$ cat config.mk
export PLATFORM = sky130hd
export DESIGN_NAME = cbu_branch_unit
export DESIGN_NICKNAME = d
export VERILOG_FILES = /design/src/cbu_cond_decode.v /design/src/cbu_pc_adder.v /design/src/cbu_branch_unit.v
export VERILOG_INCLUDE_DIRS = /design/src
export SDC_FILE = /design/constraint.sdc
export NUM_CORES = 1
export LEC_CHECK = 0
export BUFFER_PORTS_ARGS = -buffer_cell sky130_fd_sc_hd__buf_2
export CORE_MARGIN = 3
export CORE_UTILIZATION = 55
export DETAILED_ROUTE_END_ITERATION = 6
export GPL_ROUTABILITY_DRIVEN = 0
export PLACE_DENSITY = 0.82
export RECOVER_POWER = 50
export SYNTH_ARGS = -nofsm -noshare
export SYNTH_HDL_FRONTEND = slang
export SYNTH_SLANG_ARGS = --single-unit
$ cat constraint.sdc
create_clock -name i_sys_clk -period 3.7 [get_ports i_sys_clk]
set_input_delay 0.555 -clock i_sys_clk [delete_from_list [all_inputs] [get_ports i_sys_clk]]
set_output_delay 0.555 -clock i_sys_clk [all_outputs]
set_load 0.05 [all_outputs]
$ cat src/cbu_defs.vh
// Constants for the conditional branch unit
`ifndef CBU_DEFS_VH
`define CBU_DEFS_VH

// Branch word layout: opcode in [15:10], offset in [9:3], selector in [2:0]
`define CBU_WORD_W 16
`define CBU_PC_W 16
`define CBU_OFS_W 7
`define CBU_OFS_LSB 3
`define CBU_OFS_MSB 9
`define CBU_SEL_MSB 2
`define CBU_SEL_LSB 0
`define CBU_OP_MSB 15
`define CBU_OP_LSB 10
`define CBU_OP_SET 6'h3C
`define CBU_OP_CLR 6'h3D

// Status flag positions
`define CBU_FLAG_W 8
`define CBU_F_CARRY 3'h0
`define CBU_F_ZERO 3'h1
`define CBU_F_MINUS 3'h2
`define CBU_F_WRAP 3'h3
`define CBU_F_SIGN 3'h4
`define CBU_F_NIBBLE 3'h5
`define CBU_F_USER 3'h6
`define CBU_F_IEN 3'h7

// Condition codes
`define CBU_C_EQ 4'h0
`define CBU_C_NE 4'h1
`define CBU_C_CS 4'h2
`define CBU_C_CC 4'h3
`define CBU_C_MI 4'h4
`define CBU_C_PL 4'h5
`define CBU_C_GE 4'h6
`define CBU_C_LT 4'h7
`define CBU_C_HS 4'h8
`define CBU_C_HC 4'h9
`define CBU_C_TS 4'hA
`define CBU_C_TC 4'hB
`define CBU_C_VS 4'hC
`define CBU_C_VC 4'hD
`define CBU_C_NONE 4'hF

// Cycle counts
`define CBU_CYC_FALL 2'h1
`define CBU_CYC_TAKEN 2'h2

`define CBU_PC_RESET 16'h0000

`endif

$ cat src/cbu_cond_decode.v
// Maps an opcode and bit selector to a condition code
`timescale 1ns/10ps
`include "cbu_defs.vh"

module cbu_cond_decode (
    // Branch word fields
    input wire [5:0] i_opcode,
    input wire [2:0] i_sel,
    // Decoded condition
    output reg [3:0] o_cond,
    output reg o_is_branch
);
    always @* begin
        o_is_branch = (i_opcode == `CBU_OP_SET) ||
            (i_opcode == `CBU_OP_CLR);
        o_cond = `CBU_C_NONE;
        if (i_opcode == `CBU_OP_SET) begin
            case (i_sel)
                `CBU_F_ZERO: o_cond = `CBU_C_EQ;
                `CBU_F_CARRY: o_cond = `CBU_C_CS;
                `CBU_F_MINUS: o_cond = `CBU_C_MI;
                `CBU_F_SIGN: o_cond = `CBU_C_LT;
                `CBU_F_NIBBLE: o_cond = `CBU_C_HS;
                `CBU_F_USER: o_cond = `CBU_C_TS;
                `CBU_F_WRAP: o_cond = `CBU_C_VS;
                default: o_is_branch = 1'b0;
            endcase
        end else if (i_opcode == `CBU_OP_CLR) begin
            case (i_sel)
                `CBU_F_ZERO: o_cond = `CBU_C_NE;
                `CBU_F_CARRY: o_cond = `CBU_C_CC;
                `CBU_F_MINUS: o_cond = `CBU_C_PL;
                `CBU_F_SIGN: o_cond = `CBU_C_GE;
                `CBU_F_NIBBLE: o_cond = `CBU_C_HC;
                `CBU_F_USER: o_cond = `CBU_C_TC;
                `CBU_F_WRAP: o_cond = `CBU_C_VC;
                default: o_is_branch = 1'b0;
            endcase
        end
    end
endmodule // cbu_cond_decode

$ cat src/cbu_pc_adder.v
// Adds a sign-extended offset plus one to the program counter
`timescale 1ns/10ps
`include "cbu_defs.vh"

module cbu_pc_adder #(
    parameter PC_W = `CBU_PC_W,
    parameter OFS_W = `CBU_OFS_W
) (
    // Operands
    input wire [PC_W-1:0] i_pc,
    input wire [OFS_W-1:0] i_offset,
    // Results
    output wire [PC_W-1:0] o_target,
    output wire [PC_W-1:0] o_next
);
    wire [PC_W-1:0] ofs_ext;
    assign ofs_ext = {{(PC_W-OFS_W){i_offset[OFS_W-1]}}, i_offset};
    // Wraps modulo the PC width, like the program memory space
    assign o_target = i_pc + ofs_ext + {{(PC_W-1){1'b0}}, 1'b1};
    assign o_next = i_pc + {{(PC_W-1){1'b0}}, 1'b1};
endmodule // cbu_pc_adder

$ cat src/cbu_branch_unit.v
// Conditional relative branch evaluation and program counter update
//
// What this block does
// - branch_on_equal: taken when equal_result_flag is 1.
// - branch_on_unequal: taken when equal_result_flag is 0.
// - branch_on_carry_true: taken when borrow_out_bit is 1.
// - branch_on_carry_false: taken when borrow_out_bit is 0.
// - branch_unsigned_ge: taken exactly when borrow_out_bit is 0.
// - branch_unsigned_lt: taken exactly when borrow_out_bit is 1.
// - branch_on_minus: taken exactly when msb_result_flag is 1.
// - branch_on_plus: taken exactly when msb_result_flag is 0.
// - branch_signed_ge: taken when msb xor signed_wrap is 0.
// - branch_signed_lt: taken when msb xor signed_wrap is 1.
// - branch_nibble_carry_true: taken when nibble_carry_bit is 1.
// - branch_nibble_carry_false: taken when nibble_carry_bit is 0.
// - branch_user_flag_true: taken when user_copy_flag is 1.
// - branch_user_flag_false: taken when user_copy_flag is 0.
// - branch_on_wrap: taken when signed_wrap_flag is 1.
// - Taken branch loads PC plus offset plus one.
// - Flags untouched; one cycle if not taken, two if taken.
`timescale 1ns/10ps
`include "cbu_defs.vh"

module cbu_branch_unit #(
    parameter PC_W = `CBU_PC_W,
    parameter WORD_W = `CBU_WORD_W
) (
    // Clock and reset
    input wire i_sys_clk,
    input wire i_reset,
    // Instruction issue
    input wire i_valid,
    input wire [WORD_W-1:0] i_word,
    input wire [PC_W-1:0] i_pc,
    // Status flags from the core
    input wire [`CBU_FLAG_W-1:0] i_flags,
    // Program counter update
    output reg o_ready,
    output reg o_pc_load,
    output reg [PC_W-1:0] o_pc,
    output reg o_taken,
    output reg o_done,
    output reg [1:0] o_cycles,
    output reg o_is_branch,
    // Flags passed back unchanged
    output reg [`CBU_FLAG_W-1:0] o_flags
);
    localparam ST_IDLE = 1'b0;
    localparam ST_TAKEN = 1'b1;

    reg state;
    reg next_state;
    reg [PC_W-1:0] target_hold;
    reg next_pc_load;
    reg [PC_W-1:0] next_pc;
    reg next_taken;
    reg next_done;
    reg [1:0] next_cycles;
    reg next_is_branch;
    reg next_ready;
    reg cond_true;

    wire [3:0] cond;
    wire dec_branch;
    wire [PC_W-1:0] target;
    wire [PC_W-1:0] seq_pc;

    cbu_cond_decode u_dec (
        .i_opcode(i_word[`CBU_OP_MSB:`CBU_OP_LSB]),
        .i_sel(i_word[`CBU_SEL_MSB:`CBU_SEL_LSB]),
        .o_cond(cond),
        .o_is_branch(dec_branch)
    );

    cbu_pc_adder #(
        .PC_W(PC_W),
        .OFS_W(`CBU_OFS_W)
    ) u_add (
        .i_pc(i_pc),
        .i_offset(i_word[`CBU_OFS_MSB:`CBU_OFS_LSB]),
        .o_target(target),
        .o_next(seq_pc)
    );

    // HS and HC test the nibble flag, not the carry flag
    function eval_cond;
        input [3:0] c;
        input [`CBU_FLAG_W-1:0] f;
        begin
            case (c)
                `CBU_C_EQ: eval_cond = f[`CBU_F_ZERO];
                `CBU_C_NE: eval_cond = ~f[`CBU_F_ZERO];
                `CBU_C_CS: eval_cond = f[`CBU_F_CARRY];
                `CBU_C_CC: eval_cond = ~f[`CBU_F_CARRY];
                `CBU_C_MI: eval_cond = f[`CBU_F_MINUS];
                `CBU_C_PL: eval_cond = ~f[`CBU_F_MINUS];
                `CBU_C_GE: eval_cond =
                    ~(f[`CBU_F_MINUS] ^ f[`CBU_F_WRAP]);
                `CBU_C_LT: eval_cond =
                    f[`CBU_F_MINUS] ^ f[`CBU_F_WRAP];
                `CBU_C_HS: eval_cond = f[`CBU_F_NIBBLE];
                `CBU_C_HC: eval_cond = ~f[`CBU_F_NIBBLE];
                `CBU_C_TS: eval_cond = f[`CBU_F_USER];
                `CBU_C_TC: eval_cond = ~f[`CBU_F_USER];
                `CBU_C_VS: eval_cond = f[`CBU_F_WRAP];
                `CBU_C_VC: eval_cond = ~f[`CBU_F_WRAP];
                default: eval_cond = 1'b0;
            endcase
        end
    endfunction

    always @* begin
        cond_true = eval_cond(cond, i_flags);
        next_state = state;
        next_pc_load = 1'b0;
        next_pc = o_pc;
        next_taken = 1'b0;
        next_done = 1'b0;
        next_cycles = o_cycles;
        next_is_branch = o_is_branch;
        next_ready = 1'b1;
        case (state)
            ST_IDLE: begin
                if (i_valid && dec_branch) begin
                    next_is_branch = 1'b1;
                    if (cond_true) begin
                        // Second cycle refetches at the target
                        next_state = ST_TAKEN;
                        next_ready = 1'b0;
                    end else begin
                        next_pc_load = 1'b1;
                        next_pc = seq_pc;
                        next_done = 1'b1;
                        next_cycles = `CBU_CYC_FALL;
                    end
                end else if (i_valid) begin
                    next_is_branch = 1'b0;
                end
            end
            ST_TAKEN: begin
                next_state = ST_IDLE;
                next_pc_load = 1'b1;
                next_pc = target_hold;
                next_taken = 1'b1;
                next_done = 1'b1;
                next_cycles = `CBU_CYC_TAKEN;
            end
            default: begin
                next_state = ST_IDLE;
            end
        endcase
    end

    always @(posedge i_sys_clk or posedge i_reset) begin
        if (i_reset) begin
            state <= ST_IDLE;
            target_hold <= `CBU_PC_RESET;
            o_ready <= 1'b1;
            o_pc_load <= 1'b0;
            o_pc <= `CBU_PC_RESET;
            o_taken <= 1'b0;
            o_done <= 1'b0;
            o_cycles <= 2'h0;
            o_is_branch <= 1'b0;
            o_flags <= {`CBU_FLAG_W{1'b0}};
        end else begin
            state <= next_state;
            if (state == ST_IDLE && i_valid) begin
                target_hold <= target;
            end
            o_ready <= next_ready;
            o_pc_load <= next_pc_load;
            o_pc <= next_pc;
            o_taken <= next_taken;
            o_done <= next_done;
            o_cycles <= next_cycles;
            o_is_branch <= next_is_branch;
            // Flags are only echoed, never altered
            o_flags <= i_flags;
        end
    end
endmodule // cbu_branch_unit

==> results.txt, run 1 <==
Final min period = 2.43 ns
Worst IR Drop VDD = 220 uV
Main synth FF type = dfrtp_1
CTS Sinks = 47
final setup fails = 0
vias in the first global route = 2378
CTS Root Buffer Type = clkbuf_8
FF+latch area = 1180 um2
Syn Nets = 368
# rows = 26
Post-DP HPWL = 5210 um
crit path launch = i_pc[0]
largest net degree at the start of global routing = 48
Port Buffers = 73
total congestion overflow = 0
Comb pwr share = 0.415
worst hold path type = in2reg
violated checks = capacitance limit, slew limit
# H-tree levels = 2
Multi-input gate area = 1630 um2
Synth Instances = 308
synthesis-to-finish area growth = 15.4%
WP depth = 11
Unique masters post-synth = 52
layout cells sized above 1 = 0.228
max_cap viols = 1
Reg2Reg Launch Point = state$_DFF_PP0_
post-route clock period utilization = 0.657
total negative setup slack = 0 ns
Psw = 0.000687 W
Cell Int Power = 0.000966 W
Worst-path clk slew = 0.08 ns
Worst path max stage delay = 0.42 ns
antenna-violating nets left = 0
PostCTS Resize Cnt = 0
crit path buf inv count = 3
Synth Register Bits = 47
Fin Hold WS = 0.361 ns
crit path capture = target_hold[8]$_DFFE_PP0P_
Mapped Area = 2950 um2
Crit Path Class = in2reg
filler cell count = 437
Clock power frac = 0.177
R2R Setup Slk = 1.56 ns
Die ar. = 6280 um2
Arrival @ worst endpoint = 2.61 ns
Yosys Warn Count = 0
Critical R2R Capture = o_pc[15]$_DFFE_PP0P_
Flop pwr share = 0.408
Startpoint Class = primary input
Tot Pwr = 0.00165 W
syn avg cell area = 9.58 um2
total CTS buffers = 5
Slew Viols, Final = 48
worst skew pair latency = 0.29 ns
asr flop ratio synth = 1.00
RSZ-0062 raised after global routing = false
Highest Clock Rate = 411 MHz
Hold Fails Final Rpt = 0
vias per std cell = 5.62
end-of-flow core utilization = 0.663
switch share = 0.415
slowest CP cell = fa_1
first-pass GRT wire length = 11100 um
total vias in the final route = 2517
Lkg Pwr = 1.56 nW
Seq/Total Area, Yosys = 0.399
Power Density = 485 nW/um2
# IOs = 74
Starting Density = 0.574
drc violations = 0
Avg WL per Cell = 14.8 um
cell family with most CP delay = compound AO/OA/AOI/OAI gates
postcts setup bufs = 0
Detailed Route Iter0 Violations = 111
GR Util All Layers = 0.220
# nets final = 437
cts hold-fix bufs = 0
CP dominant cell by count = inv_1
core area = 5140 um2
clk_skew = 0.00716 ns
initial antenna violation count = 0
crit path max fanout = 4
worst path cell trace = buf_2 -> inv_1 -> ha_1 -> inv_1 -> fa_1 -> a211oi_1 -> o21bai_1 -> a211o_1 -> a31oi_1 -> xor2_1 -> o21ai_0
die span in x = 79.3 um
Diodes inserted = 0
TritonCTS clock tree = done
WL final = 6620 um
chip height = 79.3 um
CTS max path bufs = 2
WP data required = 3.87 ns
Reg2Reg Depth = 4
outcome = finished, violations left
Post-synth EDFFs = 0
endpoint type of the worst setup path = flip-flop
measured slew at the worst slew-check pin = 1.72 ns
worst rel slew slack = -0.151
DRT Pass-1 Iters = 4
flip-flops by register name (all words and copies together) (netlist names):
name	flops
o_pc	16
target_hold	16
o_flags	8
o_cycles	2
o_done	1
o_is_branch	1
o_ready	1
o_taken	1
state	1
area by class of cell:
cell class,instances,area share
sequential,47,0.346
multi-input combinational,231,0.479
inverter,17,0.0187
clock buffer,7,0.0224
tap,70,0.0257
timing repair buffer,75,0.107
clock inverter,1,0.00147
metrics by stage:
step                      std cells  cell area (um2)  setup slack [ns]
final                           448             3410              1.27
after CTS                       448             3420              1.27
after detailed placement        440             3340             0.960
after global placement          440             3340              1.08
after floorplan                 308             2950              1.34
after global routing            448             3410              1.11
worst register-to-register path, cell delays in order (launching register included):
cell,delay (ns)
dfrtp_1,0.72
nor2b_1,0.72
nand4_1,0.17
buf_4,0.24
o221ai_1,0.21
routing by layer:
layer	part of all wire	wire length (um)	track usage
met1	0.45	3000	0.302
met2	0.48	3150	0.374
met3	0.060	400	0.0283
met4	0.011	72	0.0481
met5	0	0	0
Yosys cell counts, drive strengths merged (3+ instances only):
library cell | number | area, um2
and2 | 3 | 18.8
nor2b | 4 | 25.0
a21oi | 12 | 60.1
nand2b | 5 | 31.3
buf | 6 | 53.8
o21a | 3 | 22.5
mux2i | 6 | 60.1
and4 | 3 | 28.8
o221ai | 11 | 153
nand2 | 42 | 158
nand3 | 14 | 70.1
a211oi | 3 | 22.5
nand4 | 7 | 43.8
dfrtp | 46 | 1150
ha | 16 | 200
o21ai | 23 | 115
a21o | 9 | 67.6
nor3 | 5 | 25.0
xor2 | 18 | 158
nor2 | 10 | 37.5
xnor2 | 10 | 87.6
clkbuf | 7 | 26.3
inv | 17 | 63.8
a211o | 3 | 26.3
cell usage in the layout (no fill, tap or decap), drive strengths merged, types with 2 or more instances in the layout:
master,Yosys,routed
a211o,3,3
a21o,9,9
a21oi,12,12
and2,3,3
ha,16,16
and3,2,2
nand2b,5,5
clkbuf,7,19
nor2,10,10
or3,2,2
o21ai,23,23
nand2,42,42
or2,2,2
nor3,5,5
o221ai,11,11
nand3b,2,2
a211oi,3,3
mux2i,6,6
nor2b,4,4
o21a,3,3
and4,3,3
inv,17,17
xor2,18,18
a31oi,2,2
o31ai,2,2
xnor2,10,10
nand3,14,14
buf,6,63
dfrtp,46,46
nand4,7,7
kinds of logic (layout without fill, tap and decap cells):
group,count (synthesis),count (layout),share of synthesized area
and+or+nand+nor,103,103,0.175
AOI/OAI and AO/OA,76,76,0.192
DFF,47,47,0.399
buffers and inverters,30,100,0.0487
xor gates and xnor gates,28,28,0.0831
adders and majority gates,17,17,0.0746
muxes,7,7,0.0280
worst min-delay path by stage:
stage | from | endpoint | cells after the start
6_report | i_flags[7] | o_flags[7]$_DFF_PP0_ | 1
5_1_grt | i_flags[7] | o_flags[7]$_DFF_PP0_ | 1
4_1_cts | i_flags[7] | o_flags[7]$_DFF_PP0_ | 1
3_5_place_dp | o_cycles[1]$_DFFE_PP0P_ | o_cycles[1]$_DFFE_PP0P_ | 1
3_3_place_gp | o_is_branch$_DFFE_PP0P_ | o_is_branch$_DFFE_PP0P_ | 1
2_1_floorplan | state$_DFF_PP0_ | o_taken$_DFF_PP0_ | 0
power groups by stage:
stage | Clock, W | Combinational [W] | Sequential [W]
after floorplan | 0 | 0.000263 | 0.000934
after global placement | 0 | 0.000675 | 0.000681
after detailed placement | 0 | 0.000691 | 0.000685
after CTS | 0.000298 | 0.000691 | 0.000675
after global routing | 0.000318 | 0.000740 | 0.000689
final | 0.000293 | 0.000686 | 0.000674
(Power assumes the default switching activity.)
==> run 2, diff against run 1 <==
ABC_AREA = 1   (was not set)
CORE_UTILIZATION = 50   (was 55)
PLACE_DENSITY = 0.77   (was 0.82)
clock period = 2.1 ns   (was 3.7 ns; I/O delays follow)
==> results.txt, run 2 <==
met3 Usage GRT = 0.0350
Yosys top cell area share = 0.347
Yosys Warn Count = 0
Syn Nets = 514
# rows = 29
worst skew pair latency = 0.31 ns
Startpoint Class = primary input
worst path cell trace = buf_2 -> ha_1 -> nand2_1 -> o21ai_0 -> nand3_1 -> nand3_1 -> a21boi_0 -> or2_2 -> a31oi_1
cts hold-fix bufs = 0
post-route clock period utilization = 0.823
total congestion overflow = 0
placed cells = 600
RSZ-0062 raised after global routing = false
Worst IR Drop VDD = 623 uV
Seq/Total Area, Yosys = 0.355
core area = 6390 um2
Port Buffers = 73
initial antenna violation count = 0
commonest non-fill, non-tap cells in the layout = nand2_1, buf_2, nand3_1
CP dominant cell by count = nand3_1
Power Density = 737 nW/um2
Die ar. = 7650 um2
total CTS buffers = 5
# IOs = 74
top cells by area, synth = dfrtp_1, nand2_1, nand3_1, ha_1, inv_1
Detailed Route Iter0 Violations = 149
Mapped Area = 3320 um2
largest net degree at the start of global routing = 40
asr flop ratio synth = 1.00
end-of-flow core utilization = 0.608
total negative setup slack = 0 ns
R2R Setup Slk = 0.62 ns
total vias in the final route = 3190
DRT Pass-1 Iters = 5
PostCTS Resize Cnt = 0
largest registers = o_pc x16, target_hold x16, o_flags x8
Arrival @ worst endpoint = 1.97 ns
post-route setup slack = 0.371 ns
# nets final = 590
clk_skew = 0.0101 ns
Avg WL per Cell = 12.9 um
M1 GR Usage = 0.299
Slew Viols, Final = 0
Post-synth top cells = nand2_1, nand3_1, inv_1
Hold Fails Final Rpt = 0
GR Util All Layers = 0.222
Highest Clock Rate = 578 MHz
filler cell count = 590
drc violations = 0
postcts setup bufs = 0
grt met2 use = 0.374
worst rel slew slack = 0.0474
GRT Max-Usage Layer = met2
Worst path max stage delay = 0.37 ns
Tot Pwr = 0.00286 W
Crit Path Class = in2reg
max_cap viols = 0
syn avg cell area = 7.31 um2
CTS max path bufs = 2
outcome = completed
pre-CTS WS = 0.0555 ns
Worst-path clk slew = 0.09 ns
most common cell in the netlist = nand2_1
crit path buf inv count = 1
crit path max fanout = 6
measured slew at the worst slew-check pin = 1.43 ns
antenna-violating nets left = 0
cell family with most CP delay = simple AND/OR/NAND/NOR gates
# H-tree levels = 2
Main synth FF type = dfrtp_1
synthesis-to-finish area growth = 17.0%
final setup fails = 0
Non-Filler Instances = 608
Starting Density = 0.520
first-pass GRT wire length = 13700 um
TritonCTS clock tree = done
chip height = 87.5 um
CTS Sinks = 47
Unique masters post-synth = 37
vias per std cell = 5.25
cell taking the most area after synthesis = dfrtp_1
layout cells sized above 1 = 0.207
Synth Register Bits = 47
Diodes inserted = 0
vias in the first global route = 2997
endpoint type of the worst setup path = flip-flop
Synth Instances = 454
die span in x = 87.5 um
WL final = 7850 um
worst hold path type = in2reg
Final min period = 1.73 ns
slowest CP cell = ha_1
leading cell type in the layout, fill and taps excluded = nand2_1
Post-DP HPWL = 6220 um
CTS Root Buffer Type = clkbuf_8
Lkg Pwr = 2.09 nW
WP data required = 2.34 ns
Post-synth EDFFs = 0
-- run 2: cell types whose count changed after synthesis, sizes merged, moves of 5 or more --
cell,before,now
a21o,9,2
inv,17,50
mux2i,6,0
nand2,42,137
nand2b,5,0
nand3,14,65
nor2,10,30
o221ai,11,0
or2,2,8
xnor2,10,4
xor2,18,9
-- run 2: path summary, 6_finish.rpt --
path                                                  from                         end  depth (start not counted)
worst max register to register             state$_DFF_PP0_     o_cycles[1]$_DFFE_PP0P_                          6
worst min register to register  target_hold[1]$_DFFE_PP0P_  target_hold[1]$_DFFE_PP0P_                          2
worst min-delay path                            i_flags[7]        o_flags[7]$_DFF_PP0_                          1
min in group asynchronous                          i_reset        o_flags[7]$_DFF_PP0_                          2
worst max-delay path                               i_pc[2]  target_hold[9]$_DFFE_PP0P_                          9
max in group asynchronous                          i_reset        o_pc[10]$_DFFE_PP0P_                          3
-- run 2: layout make-up --
type                            instances  area (um2)  share of cell area
Multi-Input combinational cell        344        1880               0.483
Sequential cell                        47        1180               0.303
Timing Repair Buffer                   82         412               0.106
Inverter                               50         188              0.0483
Tap cell                               77        96.3              0.0248
Clock buffer                            5        68.8              0.0177
Clock inverter                          3        67.6              0.0174
-- run 2: per-layer routing --
metal,vias to the layer above,share of wire
met5,-,0
met4,0,0.0094
met3,6,0.058
met2,89,0.47
met1,1449,0.46
li1,1646,-
-- run 2: stage by stage --
step | hold WS (ns) | cell area, um2
after floorplan | 0.346 | 3320
after global placement | 0.425 | 3770
after detailed placement | 0.425 | 3770
after CTS | 0.100 | 3910
after global routing | 0.0868 | 3880
final | 0.106 | 3880
-- run 2: kinds of logic after synthesis --
group                    count (synthesis)  share of synthesized area
AND/OR/NAND/NOR                        258                      0.367
buffers and inverters                   63                     0.0803
AO/OA/AOI/OAI                           56                     0.0976
flip-flops                              47                      0.355
adder cells (fa/ha/maj)                 17                     0.0663
XOR/XNOR                                13                     0.0343
-- run 2: power by group --
part           internal (W)  leakage (nW)  switching [W]
clock network      0.000475        0.0644       0.000321
logic              0.000275          1.47       0.000667
registers           0.00104         0.551      0.0000789
==> run 3, diff against run 2 <==
ABC_AREA = 0   (was 1)
CORE_UTILIZATION = 48   (was 50)
PLACE_DENSITY = 0.76   (was 0.77)
clock period = 1.4 ns   (was 2.1 ns; I/O delays follow)
==> results.txt, run 3 (synthesized netlist as in run 1, its figures left out) <==
Slew Viols, Final = 0
Worst IR Drop VDD = 942 uV
crit path launch = i_word[3]
# nets final = 521
# IOs = 74
cell family with most CP delay = compound AO/OA/AOI/OAI gates
Power Density = 1100 nW/um2
Highest Clock Rate = 552 MHz
antenna-violating nets left = 0
measured slew at the worst slew-check pin = 0.552 ns
worst path cell trace = buf_8 -> inv_12 -> ha_4 -> inv_2 -> fa_2 -> a211oi_2 -> or4b_4 -> a31oi_4 -> o41ai_2 -> xor2_1 -> o21ai_1
Post-DP HPWL = 6230 um
synthesis-to-finish area growth = 52.8%
vias per std cell = 5.45
GR Util All Layers = 0.244
leading cell type in the layout, fill and taps excluded = buf_4
final setup fails = 29
Hold Fails Final Rpt = 0
post-route clock period utilization = 1.30
drc violations = 0
worst skew pair latency = 0.30 ns
CTS Root Buffer Type = clkbuf_8
RSZ-0062 raised after global routing = true
final instance area = 4510 um2
Final min period = 1.81 ns
CTS Sinks = 47
crit path max fanout = 2
clk_skew = 0.00802 ns
crit path buf inv count = 3
DRT Pass-1 Iters = 4
largest net degree at the start of global routing = 34
Port Buffers = 73
post-route setup slack = -0.413 ns
worst rel slew slack = 0.632
total vias in the final route = 2911
Diodes inserted = 0
WL final = 8470 um
CTS max path bufs = 2
# H-tree levels = 2
first-pass GRT wire length = 14200 um
slowest CP cell = o41ai_2
Arrival @ worst endpoint = 2.01 ns
HP Start = i_flags[4]
chip height = 84.4 um
R2R Setup Slk = -0.05 ns
Placed Area = 4060 um2
total CTS buffers = 5
Die ar. = 7130 um2
Crit Path Class = in2reg
violated checks = setup timing
vias in the first global route = 3029
# rows = 27
endpoint type of the worst setup path = flip-flop
max_cap viols = 0
die span in x = 84.4 um
worst hold path type = in2reg
total congestion overflow = 0
Reg2Reg Launch Point = state$_DFF_PP0_
WP data required = 1.60 ns
Starting Density = 0.517
pre-CTS WS = -0.722 ns
TritonCTS clock tree = done
Startpoint Class = primary input
largest registers = o_pc x16, target_hold x16, o_flags x8
layout cells sized above 1 = 0.472
filler cell count = 374
initial antenna violation count = 0
commonest non-fill, non-tap cells in the layout = buf_4, buf_2, dfrtp_1
Lkg Pwr = 2.08 nW
Worst-path clk slew = 0.09 ns
Avg WL per Cell = 15.9 um
Worst path max stage delay = 0.36 ns
Detailed Route Iter0 Violations = 155
outcome = finished, violations left
core area = 5710 um2
[run 3: cell type report]
type                            count  area (um2)  share of cell area
Inverter                           17        83.8              0.0186
Multi-Input combinational cell    232        1940               0.430
Tap cell                           72        90.1              0.0200
Timing Repair Buffer              158        1120               0.247
Clock inverter                      1        7.51             0.00166
Clock buffer                        7        96.3              0.0214
Sequential cell                    47        1180               0.261
[run 3: worst paths after layout]
path	end	depth (start not counted)
max	target_hold[14]$_DFFE_PP0P_	11
min in group asynchronous	o_flags[4]$_DFF_PP0_	3
max reg2reg	target_hold[13]$_DFFE_PP0P_	5
min	o_flags[4]$_DFF_PP0_	1
min reg2reg	o_is_branch$_DFFE_PP0P_	1
max in group asynchronous	target_hold[6]$_DFFE_PP0P_	4
[run 3: metal layers]
layer	GRT usage	vias up	part of all wire
met5	0	-	0
met4	0.0633	0	0.016
met3	0.0471	14	0.060
met2	0.438	96	0.51
met1	0.301	1398	0.41
li1	-	1403	-
[run 3: where the power goes]
part	internal, W	total (W)	switching [W]
Sequential	0.00164	0.00180	0.000168
Clock	0.000449	0.000893	0.000444
Combinational	0.000875	0.00229	0.00141
[run 3: stage by stage]
stage | power (W) | hold slack (ns) | util | cells | TNS, ns
after global placement | 0.00385 | 0.185 | 0.710 | 511 | -14.35
after floorplan | 0.00323 | 0.241 | - | 308 | -9.29
after global routing | 0.00525 | 0.00920 | 0.790 | 534 | -7.87
after CTS | 0.00495 | 0.00763 | 0.780 | 528 | -4.29
after detailed placement | 0.00391 | 0.190 | 0.710 | 511 | -15.37
final | 0.00498 | 0.0204 | 0.790 | 534 | -5.33
[run 3: worst reg2reg max path, delay by kind of cell (launching register included)]
kind,cells,cell delay (ns)
buffers and inverters,1,0.22
DFF,1,0.42
and+or+nand+nor,4,0.76
[run 3: timing repair]
| item | in CTS | in global routing |
|---|---|---|
| hold endpoints to repair | 13 | 1 |
| pin swaps | 42 | 22 |
| hold buffers | 1 | 1 |
| endpoints found under the setup margin | 29 | 32 |
| resized for setup | 50 | 9 |
| cloned | 1 | 0 |
| setup buffers | 9 | 5 |
